===== config.mk =====
export PLATFORM = sky130hd
export DESIGN_NAME = ofs_seq
export DESIGN_NICKNAME = d
export VERILOG_FILES = /design/src/rtl/ofs_pkg.sv /design/src/rtl/ofs_sync2.sv /design/src/rtl/ofs_seq.sv
export VERILOG_INCLUDE_DIRS = /design/src /design/src/rtl
export SDC_FILE = /design/constraint.sdc
export NUM_CORES = 1
export LEC_CHECK = 0
export BUFFER_PORTS_ARGS = -buffer_cell sky130_fd_sc_hd__buf_2
export CORE_MARGIN = 2
export CORE_UTILIZATION = 49
export DETAILED_ROUTE_END_ITERATION = 6
export HOLD_SLACK_MARGIN = 0.03
export PLACE_DENSITY_LB_ADDON = 0.2
export SLEW_MARGIN = 15
export SYNTH_ARGS = -nofsm -noshare
export SYNTH_HDL_FRONTEND = slang
export SYNTH_SLANG_ARGS = --single-unit

===== constraint.sdc =====
create_clock -name sys_clk -period 2.1 [get_ports sys_clk]
set_input_delay 0.315 -clock sys_clk [delete_from_list [all_inputs] [get_ports sys_clk]]
set_output_delay 0.315 -clock sys_clk [all_outputs]
set_load 0.1 [all_outputs]

===== src/rtl/ofs_consts.svh =====
// Constants for the one-time-programmable overlay sequencer.
`ifndef OFS_CONSTS_SVH
`define OFS_CONSTS_SVH
`define OFS_CMD_ENTRY     16'h0088
`define OFS_CMD_SETUP     16'h0025
`define OFS_CMD_COMMIT    16'h0029
`define OFS_CMD_EXIT      16'h00F0
`define OFS_OFF_UNLOCK    12'h555
`define OFS_OFF_COUNT     12'h2AA
`define OFS_MAX_WORDS     6'd32
`define OFS_T_ACC_NS      80
`define OFS_T_SLEEP_EXTRA_NS 20
`define OFS_CLK_NS        25
`define OFS_ACC_CYC       ((`OFS_T_ACC_NS + `OFS_CLK_NS - 1) / `OFS_CLK_NS)
`define OFS_SLEEP_CYC     ((`OFS_T_ACC_NS + `OFS_T_SLEEP_EXTRA_NS + `OFS_CLK_NS - 1) / `OFS_CLK_NS)
`define OFS_PROG_CYC      8
`define OFS_WRAP_MASK     8'hFF
`endif


===== src/rtl/ofs_pkg.sv =====
// Types shared by the overlay sequencer.
package ofs_pkg;
   typedef enum logic [2:0] {
      OFS_IDLE, OFS_OVL, OFS_CNT, OFS_LOAD, OFS_COMMIT, OFS_BUSY
   } ofs_state_t;
   typedef struct packed {
      logic        we;
      logic [23:0] addr;
      logic [15:0] data;
   } ofs_wr_t;
   typedef struct packed {
      logic [15:0] dout;
      logic [15:0] doe;
   } ofs_dq_t;
endpackage : ofs_pkg


===== src/rtl/ofs_sync2.sv =====
// Two-flop synchroniser for a bus of pin inputs.
`timescale 1ns/1ps
`default_nettype none
module ofs_sync2 #(parameter int W = 1) (
   // Clock and reset
   input  wire logic         sys_clk,
   input  wire logic         srst,
   // Data
   input  wire logic [W-1:0] din,
   output logic [W-1:0]      dout
);
   logic [W-1:0] meta_q;
   always_ff @(posedge sys_clk) begin
      if (srst) begin
         meta_q <= '0;
         dout   <= '0;
      end else begin
         meta_q <= din;
         dout   <= meta_q;
      end
   end
endmodule : ofs_sync2
`default_nettype wire


===== src/rtl/ofs_seq.sv =====
// Overlay command sequencer with standby, sleep and output-disable control.
`timescale 1ns/1ps
`default_nettype none
`include "ofs_consts.svh"
module ofs_seq (
   // Clock and reset
   input  wire logic             sys_clk,
   input  wire logic             srst,
   // Flash pins (active-low strobes)
   input  wire logic             ce_n,
   input  wire logic             oe_n,
   input  wire logic             we_n,
   input  wire logic             reset_n,
   input  wire logic             sync_mode,
   input  wire logic             suspended,
   input  wire logic             burst_step,
   input  wire logic [23:0]      addr_pin,
   input  wire logic [15:0]      data_pins_i,
   output logic [15:0]           data_pins_o,
   output logic [15:0]           data_pins_oe,
   output logic                  ready,
   // Array side, same clock
   input  wire logic [15:0]      array_rdata,
   input  wire logic [15:0]      overlay_rdata,
   input  wire logic             cust_locked,
   output ofs_pkg::ofs_wr_t      prog_wr,
   output logic                  overlay_active,
   output logic [7:0]            overlay_addr,
   output logic                  protect_err,
   output logic                  sleeping,
   output logic                  standby
);
   import ofs_pkg::*;

   localparam int ACC_CYC   = `OFS_ACC_CYC;
   localparam int SLEEP_CYC = `OFS_SLEEP_CYC;

   // ==========================================================
   // Pin synchronisation
   // ==========================================================
   logic [23:0] a_s;
   logic [15:0] d_s;
   logic [6:0]  c_s;
   ofs_sync2 #(.W(47)) u_sync (
      .sys_clk (sys_clk),
      .srst    (srst),
      .din     ({addr_pin, data_pins_i, ce_n, oe_n, we_n, reset_n,
                 sync_mode, suspended, burst_step}),
      .dout    ({a_s, d_s, c_s})
   );
   logic ce_s, oe_s, we_s, rst_s, sm_s, sus_s, bs_s;
   assign {ce_s, oe_s, we_s, rst_s, sm_s, sus_s, bs_s} = c_s;

   // ==========================================================
   // Command state machine
   // ==========================================================
   ofs_state_t  st_q, st_d;
   logic [23:0] sect_q, sect_d;
   logic [5:0]  cnt_q, cnt_d;
   logic [5:0]  left_q, left_d;
   logic        we_q, perr_q, perr_d;
   logic [3:0]  busy_q, busy_d;
   ofs_wr_t     wr_q, wr_d;
   logic [7:0]  ba_q, ba_d;
   logic [23:0] la_q;
   logic        wr_stb, ovl_hit, loading;
   logic [11:0] woff;

   // A write is taken on the rising edge of the write strobe while selected.
   assign wr_stb = we_s & ~we_q & ~ce_s;
   assign woff   = a_s[11:0];
   assign ovl_hit = (st_q != OFS_IDLE) && (a_s[23:12] == sect_q[23:12]);
   // A buffered word that equals the exit code is data, not a command.
   assign loading = (st_q == OFS_LOAD) && (left_q != 6'd0);

   always_comb begin
      st_d   = st_q;
      sect_d = sect_q;
      cnt_d  = cnt_q;
      left_d = left_q;
      perr_d = perr_q;
      busy_d = busy_q;
      wr_d   = '0;
      ba_d   = ba_q;
      if (st_q == OFS_BUSY) begin
         // Deselect has no effect here so the program completes unless srst or reset_n resets the state.
         if (busy_q == 4'd0) begin
            st_d = OFS_OVL;
         end else begin
            busy_d = busy_q - 4'd1;
         end
      end else if (wr_stb) begin
         if (d_s == `OFS_CMD_EXIT && st_q != OFS_IDLE && !loading) begin
            st_d = OFS_IDLE;
         end else begin
            unique case (st_q)
               OFS_IDLE: begin
                  if (d_s == `OFS_CMD_ENTRY && woff == `OFS_OFF_UNLOCK) begin
                     st_d   = OFS_OVL;
                     sect_d = a_s;
                     perr_d = 1'b0;
                  end
               end
               OFS_OVL: begin
                  if (d_s == `OFS_CMD_SETUP && woff == `OFS_OFF_UNLOCK) begin
                     st_d = OFS_CNT;
                  end
               end
               OFS_CNT: begin
                  if (woff == `OFS_OFF_COUNT && d_s[15:5] == 11'd0) begin
                     st_d   = OFS_LOAD;
                     cnt_d  = {1'b0, d_s[4:0]} + 6'd1;
                     left_d = {1'b0, d_s[4:0]} + 6'd1;
                  end else begin
                     st_d = OFS_OVL;
                  end
               end
               OFS_LOAD: begin
                  if (left_q != 6'd0) begin
                     left_d = left_q - 6'd1;
                     if (!cust_locked) begin
                        wr_d.we   = 1'b1;
                        wr_d.addr = a_s;
                        wr_d.data = d_s;
                     end
                  end else if (d_s == `OFS_CMD_COMMIT && woff == `OFS_OFF_UNLOCK) begin
                     st_d   = OFS_BUSY;
                     busy_d = 4'(`OFS_PROG_CYC);
                     perr_d = cust_locked;
                  end else begin
                     st_d = OFS_OVL;
                  end
               end
               default: st_d = OFS_OVL;
            endcase
         end
      end
      // Burst address in the overlay wraps inside one 256-word page.
      if (st_q != OFS_IDLE && bs_s) begin
         ba_d = (ba_q + 8'd1) & `OFS_WRAP_MASK;
      end else if (a_s != la_q) begin
         ba_d = a_s[7:0];
      end
   end

   always_ff @(posedge sys_clk) begin
      if (srst | ~rst_s) begin
         st_q   <= OFS_IDLE;
         sect_q <= 24'h00_0000;
         cnt_q  <= 6'd0;
         left_q <= 6'd0;
         perr_q <= 1'b0;
         busy_q <= 4'd0;
         wr_q   <= '0;
         ba_q   <= 8'h00;
      end else begin
         st_q   <= st_d;
         sect_q <= sect_d;
         cnt_q  <= cnt_d;
         left_q <= left_d;
         perr_q <= perr_d;
         busy_q <= busy_d;
         wr_q   <= wr_d;
         ba_q   <= ba_d;
      end
   end

   // ==========================================================
   // Power modes and read path
   // ==========================================================
   logic [7:0]  stab_q, stab_d;
   logic [7:0]  acc_q, acc_d;
   logic        sby_q, sby_d;
   logic        slp_q, slp_d;
   logic [15:0] dq_q, dq_d;
   logic [15:0] rdata;

   // Overlay data only for the remapped sector.
   assign rdata = ovl_hit ? overlay_rdata : array_rdata;

   always_comb begin
      stab_d = stab_q;
      acc_d  = acc_q;
      dq_d   = dq_q;
      sby_d  = ce_s & rst_s;
      slp_d  = slp_q;
      // Sleep looks at address stability, sync mode and suspend, never at the strobes.
      if (a_s != la_q) begin
         stab_d = 8'd0;
         slp_d  = 1'b0;
         acc_d  = 8'(ACC_CYC);
      end else if (stab_q < 8'(SLEEP_CYC)) begin
         stab_d = stab_q + 8'd1;
      end else if (!sm_s && !sus_s) begin
         slp_d = 1'b1;
      end
      if (sm_s) begin
         slp_d = 1'b0;
      end else if (sus_s) begin
         slp_d = 1'b0;
      end
      // A new address restarts the access count instead of letting it run down.
      if (sby_q && !sby_d) begin
         acc_d = 8'(ACC_CYC);
      end else if (acc_q != 8'd0 && a_s == la_q) begin
         acc_d = acc_q - 8'd1;
      end
      // In sleep the latch keeps the last word, saving array reads.
      if (!slp_q && acc_q == 8'd1) begin
         dq_d = rdata;
      end
   end

   always_ff @(posedge sys_clk) begin
      if (srst) begin
         stab_q <= 8'd0;
         acc_q  <= 8'd0;
         sby_q  <= 1'b0;
         slp_q  <= 1'b0;
         dq_q   <= 16'h0000;
         la_q   <= 24'h00_0000;
         we_q   <= 1'b1;
      end else begin
         stab_q <= stab_d;
         acc_q  <= acc_d;
         sby_q  <= sby_d;
         slp_q  <= slp_d;
         dq_q   <= dq_d;
         la_q   <= a_s;
         // Held idle during hardware reset, so settling synchronisers fake no write edge.
         we_q   <= we_s | ~rst_s;
      end
   end

   // ==========================================================
   // Outputs
   // ==========================================================
   assign data_pins_o  = dq_q;
   // Drive only when selected, enabled and awake from standby.
   assign data_pins_oe = (sby_q || oe_s || ce_s) ? 16'h0000 : 16'hFFFF;
   // Ready is always driven, never gated by output enable.
   assign ready          = (acc_q == 8'd0);
   assign prog_wr        = wr_q;
   assign overlay_active = (st_q != OFS_IDLE);
   assign overlay_addr   = ba_q;
   assign protect_err    = perr_q;
   assign sleeping       = slp_q;
   assign standby        = sby_q;
endmodule : ofs_seq
`default_nettype wire


==> results of run 1 <==
## final timing paths
| path | start | endpoint | slack, ns | cells past startpoint |
|---|---|---|---|---|
| hold reg to reg | u_sync.dout[1] | sleeping | 0.41 | 1 |
| hold / removal | reset_n | u_sync.meta_q[3] | 0.03 | 2 |
| setup reg to reg | u_sync.dout[28] | sect_q[22] | 0.08 | 7 |
| setup / recovery | standby | data_pins_oe[12] | -0.005 | 2 |
## state kept, by name, indices dropped and copies added (netlist names)
register	cells
standby	1
sleeping	1
we_q	1
busy_q	4
protect_err	1
u_sync.dout	47
acc_q	8
la_q	24
sect_q	12
overlay_addr	8
u_sync.meta_q	47
st_q	3
prog_wr	41
stab_q	8
data_pins_o	16
left_q	6
## worst reg2reg max path, delay by kind of cell, from the launching register on
family | cells | cell delay (ns)
buffers and inverters | 1 | 0.18
flip-flops | 1 | 0.33
multiplexers | 1 | 0.20
AND/OR/NAND/NOR | 5 | 1.19
## per-stage QoR
step	worst slack (ns)	instances	hold WS (ns)	cell area (um2)
2_1_floorplan	-0.306	810	0.375	8330
3_3_place_gp	0.0265	1200	0.379	9620
3_5_place_dp	-0.0466	1200	0.381	9620
4_1_cts	-0.0497	1280	0.0303	10800
5_1_grt	-0.125	1284	0.0359	11000
6_report	-0.00492	1284	0.0299	11000
## what timing repair did
action,4_1_cts,5_1_grt
hold buffers,35,1
setup buffers,1,3
resized for setup,3,34
setup endpoints to repair,31,61
hold endpoints to repair,35,1
pin swaps,1,11
## layout make-up
cell class | count | area, um2 | share of cell area (%)
flip-flops and latches | 228 | 4580 | 41.7
multi-input cells | 515 | 3540 | 32.3
repair buffers | 263 | 1700 | 15.5
clock buffers | 34 | 719 | 6.55
well taps | 220 | 275 | 2.51
clock inverters | 10 | 109 | 0.991
inverters | 14 | 56.3 | 0.512
## layout by cell type, fill, tap and decap left out, types with 19 or more instances in the layout
cell type / instances
nor2_1: 64
buf_2: 164
mux2i_1: 30
and2_1: 47
buf_4: 58
nor2b_1: 121
xor2_1: 34
nand2_1: 21
dfxtp_1: 218
clkbuf_16: 25
dlygate4sd3_1: 36
a21oi_1: 21
a211oi_1: 19
## power breakdown
part	total (mW)	switching, mW	leakage (nW)	internal (mW)
Combinational	0.668	0.399	2.65	0.269
Sequential	4.48	0.0567	1.86	4.43
Clock	4.32	1.68	0.413	2.64
Total	9.47	2.14	4.92	7.33
## cell families (layout without fill, tap and decap cells)
| kind of cell | Yosys count | count (layout) | synth area share, % |
|---|---|---|---|
| flops | 228 | 228 | 55.2 |
| mux | 30 | 30 | 3.63 |
| xor+xnor | 45 | 45 | 4.77 |
| compound gates | 82 | 82 | 6.41 |
| buf+inv | 67 | 321 | 4.00 |
| fa+ha+maj | 9 | 9 | 1.36 |
| simple gates | 349 | 349 | 24.6 |
## routing by layer
layer	share of wire (%)	GRT usage [%]	up-vias
li1	-	-	3163
met1	44	25.0	2863
met2	48	33.5	169
met3	6.0	4.76	30
met4	1.6	6.03	0
met5	0	0	-
==> flow_metrics.env, run 1 <==
export IMPL_routedWlPerCell_um=14.1
export IMPL_fp_dieH_um=134
export IMPL_cp_end_kind="output pin"
export IMPL_slew_headroom_pct=60.3
export IMPL_ys_seq_area_share_pct=55.2
export IMPL_die_area_um2=17900
export IMPL_postLayoutSetupSlackWorst_ns=-0.00492
export IMPL_die_x_um=134
export IMPL_fillers=1290
export IMPL_syn_area_um2=8260
export IMPL_period_share_pct=100
export IMPL_cts_tree="built"
export IMPL_synth_edff_count=0
export IMPL_numCtsBuffers=24
export IMPL_start_util_pct=50.0
export IMPL_leakage_nw=4.92
export IMPL_hold_class="input pin to flop"
export IMPL_startpoint_type="flop"
export IMPL_fin_worst_skew_ns=0.0131
export IMPL_setup_violations=16
export IMPL_clock_sinks=228
export IMPL_synth_area_leaders="dfxtp_1 (55%), nor2b_1 (9.2%), mux2i_1 (3.6%)"
export IMPL_fin_setup_tns_ns=-0.0440
export IMPL_num_rows=47
export IMPL_core_um2=16500
export IMPL_crit_buf_inv=1
export IMPL_violations="setup timing"
export IMPL_syn_inst=810
export IMPL_cp_required_ns=1.78
export IMPL_crit_path_top_delay_cell="buf_2"
export IMPL_slew_violations=0
export IMPL_hpwl_um=12400
export IMPL_cts_root_buf="clkbuf_16"
export IMPL_worst_pin_slew_ns=0.595
export IMPL_cts_path_max_buffers=3
export IMPL_antenna_found_initial=0
export IMPL_cp_arrival_ns=1.79
export IMPL_clk_latency_ns=0.50
export IMPL_cp_cell_sequence="nor3_4 > buf_2"
export IMPL_grt_pass1_vias=6028
export IMPL_grt_max_degree=63
export IMPL_rsz0062_at_grt="yes"
export IMPL_grt_overflow=0
export IMPL_synth_distinct_cells=56
export IMPL_yosysMostFrequentCell="dfxtp_1"
export IMPL_ios=168
export IMPL_final_core_util_pct=66.5
export IMPL_dr_total_vias=6225
export IMPL_yosysTopAreaCell="dfxtp_1"
export IMPL_synthFlopType="dfxtp_1"
export IMPL_yosys_warnings=0
export IMPL_drive_gt1_share_pct=29.8
export IMPL_dr_pass1_iters=4
export IMPL_cts_max_level=1
export IMPL_gp_congestion=0.906
export IMPL_hold_viol=0
export IMPL_vdd_drop_max_mv=0.509
export IMPL_via_per_inst=4.85
export IMPL_syn_area_per_cell_um2=10.2
export IMPL_path_delay_family="buffers and inverters"
export IMPL_cap_violations=0
export IMPL_outcome="complete, but fails checks"
export IMPL_portBuffers=167
export IMPL_drt_wl_total_um=18100
export IMPL_power_density_nw_per_um2=862
export IMPL_antenna_cells=0
export IMPL_drc=0
export IMPL_grt_usage_pct=19.8
export IMPL_synthesis_nets=901
export IMPL_synth_top_area_share_pct=55.2
export IMPL_timing_fmax_mhz=475
export IMPL_crit_type="flop to output pin"
export IMPL_layout_nets=1137
export IMPL_worstPathMaxFanout=16
export IMPL_grt_pass1_wl_um=28900
export IMPL_critPathMaxStageDelay_ns=0.51
export IMPL_ys_ff_latch=228
export IMPL_min_period_ns=2.10
export IMPL_p_total_mw=9.47
export IMPL_ys_top_cells_by_count="dfxtp_1 (228), nor2b_1 (121), nor2_1 (67)"
export IMPL_synthArstFlopShare_pct=0
export IMPL_ant_nets=0
export IMPL_syn_to_final_growth_pct=33.0
export IMPL_drt_iter0_drc=233
export IMPL_path_clk_slew_ns=0.06
Power figures use the tool's default switching activity.
==> run 2, diff against run 1 <==
--- a/config.mk
+++ b/config.mk
@@ -8,7 +8,7 @@
 export LEC_CHECK = 0
 export BUFFER_PORTS_ARGS = -buffer_cell sky130_fd_sc_hd__buf_2
 export CORE_MARGIN = 2
-export CORE_UTILIZATION = 49
+export CORE_UTILIZATION = 35
 export DETAILED_ROUTE_END_ITERATION = 6
 export HOLD_SLACK_MARGIN = 0.03
 export PLACE_DENSITY_LB_ADDON = 0.2
==> run 2 against run 1 <==
Against the previous run: the run now ends clean; sequential power about the same; largest cell class unchanged; sequential cell count unchanged; highest routed layer unchanged; maximum frequency increased by 3.3%; core utilization decreased by 18 points; via count decreased by 0.90%.
==> flow_metrics.env, run 2 (synthesis results as in run 1) <==
export IMPL_grt_pass1_wl_um=29300
export IMPL_final_cell_mix="dfxtp_1 (218), buf_2 (149), nor2b_1 (121), nor2_1 (60), buf_4 (58)"
export IMPL_grt_overflow=0
export IMPL_grt_pass1_vias=5825
export IMPL_hold_viol=0
export IMPL_critPathMaxStageDelay_ns=0.45
export IMPL_start_util_pct=35.4
export IMPL_crit_type="flop to flop"
export IMPL_cp_arrival_ns=2.50
export IMPL_grt_max_degree=74
export IMPL_p_total_mw=9.67
export IMPL_timing_fmax_mhz=491
export IMPL_fin_worst_skew_ns=0.0124
export IMPL_startpoint_type="flop"
export IMPL_vdd_drop_max_mv=0.489
export IMPL_p_clk_share_pct=46.5
export IMPL_die_area_um2=24900
export IMPL_drt_wl_total_um=18900
export IMPL_drc=0
export IMPL_outcome="finished clean"
export IMPL_fin_hold_ws_ns=0.0419
export IMPL_ios=168
export IMPL_dr_total_vias=6169
export IMPL_layout_commonest_cell="dfxtp_1"
export IMPL_gp_congestion=0.792
export IMPL_combPwrFrac_pct=7.3
export IMPL_core_um2=23300
export IMPL_pwr_share_seq_pct=46.3
export IMPL_period_share_pct=97.0
export IMPL_fillers=2175
export IMPL_antenna_cells=0
export IMPL_regArea_um2=4580
export IMPL_drive_gt1_share_pct=29.8
export IMPL_leakage_nw=5.03
export IMPL_ant_nets=0
export IMPL_clock_sinks=228
export IMPL_slew_headroom_pct=49.4
export IMPL_antenna_found_initial=0
export IMPL_syn_to_final_growth_pct=37.1
export IMPL_clk_latency_ns=0.52
export IMPL_hpwl_um=13100
export IMPL_portBuffers=167
export IMPL_grt_usage_pct=14.8
export IMPL_cts_path_max_buffers=3
export IMPL_cap_violations=0
export IMPL_via_per_inst=4.42
export IMPL_routedWlPerCell_um=13.6
export IMPL_hold_class="input pin to flop"
export IMPL_die_x_um=158
export IMPL_setup_violations=0
export IMPL_cp_required_ns=2.56
export IMPL_cts_tree="built"
export IMPL_swShare_pct=22.4
export IMPL_cts_root_buf="clkbuf_16"
export IMPL_cp_cell_sequence="xor2_1 > nor4_1 > buf_4 > nand4_1 > or3_4 > nand2b_4 > buf_8 > nor2_4"
export IMPL_slew_violations=0
export IMPL_numCtsBuffers=25
export IMPL_p_switching_mw=2.16
export IMPL_rsz0062_at_grt="yes"
export IMPL_fp_dieH_um=158
export IMPL_min_period_ns=2.04
export IMPL_cts_max_level=1
export IMPL_cp_end_kind="flop"
export IMPL_path_clk_slew_ns=0.06
export IMPL_dr_pass1_iters=4
export IMPL_num_rows=56
export IMPL_worst_pin_slew_ns=0.759
export IMPL_worstPathMaxFanout=4
export IMPL_multiInputGateArea_um2=3540
export IMPL_power_density_nw_per_um2=854
export IMPL_layout_nets=1150
export IMPL_crit_path_top_delay_cell="or3_4"
export IMPL_drt_iter0_drc=238
export IMPL_cellInternalPower_mw=7.51
run 2: cell count changes in the layout (fill, tap and decap cells not counted), sizes merged:
| cell | previous run | this run |
|---|---|---|
| clkbuf | 35 | 51 |
| bufinv | 2 | 3 |
| dlygate4sd3 | 36 | 43 |
| clkdlybuf4s15 | 0 | 1 |
| clkinv | 6 | 5 |
| buf | 226 | 214 |
run 2: timing repair:
action | in CTS | in global routing
endpoints found under the hold margin | 43 | 0
gates resized for setup | 5 | 55
gates cloned | 0 | 2
endpoints found under the setup margin | 19 | 56
pin swaps | 0 | 14
hold buffers | 43 | 0
setup buffers | 1 | 5
run 2: power by group through the flow:
stage | Sequential, mW | Clock [mW] | Combinational, mW
floorplan | 4.58 | 0 | 0.425
global placement | 4.57 | 0 | 0.607
detailed placement | 4.57 | 0 | 0.608
CTS | 4.48 | 4.61 | 0.677
global route | 4.49 | 4.80 | 0.754
finish | 4.48 | 4.49 | 0.701
run 2: metrics by stage:
step                instance area (um2)  setup WS [ns]  instances  util [%]  TNS (ns)
floorplan                          8330         -0.306        810         -     -3.86
detailed placement                 9750         0.0314       1300      41.8         0
CTS                               11100        -0.0990       1388      47.4     -1.52
finish                            11300         0.0621       1395      48.6         0
global route                      11300        -0.0341       1395      48.6    -0.288
global placement                   9750         0.0481       1300      41.8         0
run 2: worst max-delay path: cells and delay by family (launching register included):
family / cells / cell delay, ns
buffers and inverters: 2 / 0.32
and+or+nand+nor: 5 / 1.17
DFF: 1 / 0.35
xor gates and xnor gates: 1 / 0.14
run 2: per-layer routing:
layer	wire length, um	track usage (%)	vias up
li1	-	-	3195
met1	8710	19.4	2805
met2	8700	23.7	135
met3	1160	3.75	34
met4	363	4.76	0
met5	0	0	-
run 2: final cells by class:
cell class              count  share of cell area (%)
clock inverters            10                    1.16
multi-input cells         515                    31.3
flip-flops and latches    228                    40.4
clock buffers              34                    6.44
inverters                  14                   0.497
well taps                 319                    3.52
repair buffers            275                    16.6
run 2: final timing paths:
check	from	endpoint	slack, ns	depth (start not counted)
worst min-delay path	reset_n	u_sync.meta_q[3]	0.04	2
worst min register to register	u_sync.dout[2]	sleeping	0.42	1
worst max register to register	u_sync.dout[46]	acc_q[5]	0.06	8
worst max-delay path	u_sync.dout[46]	acc_q[5]	0.06	8
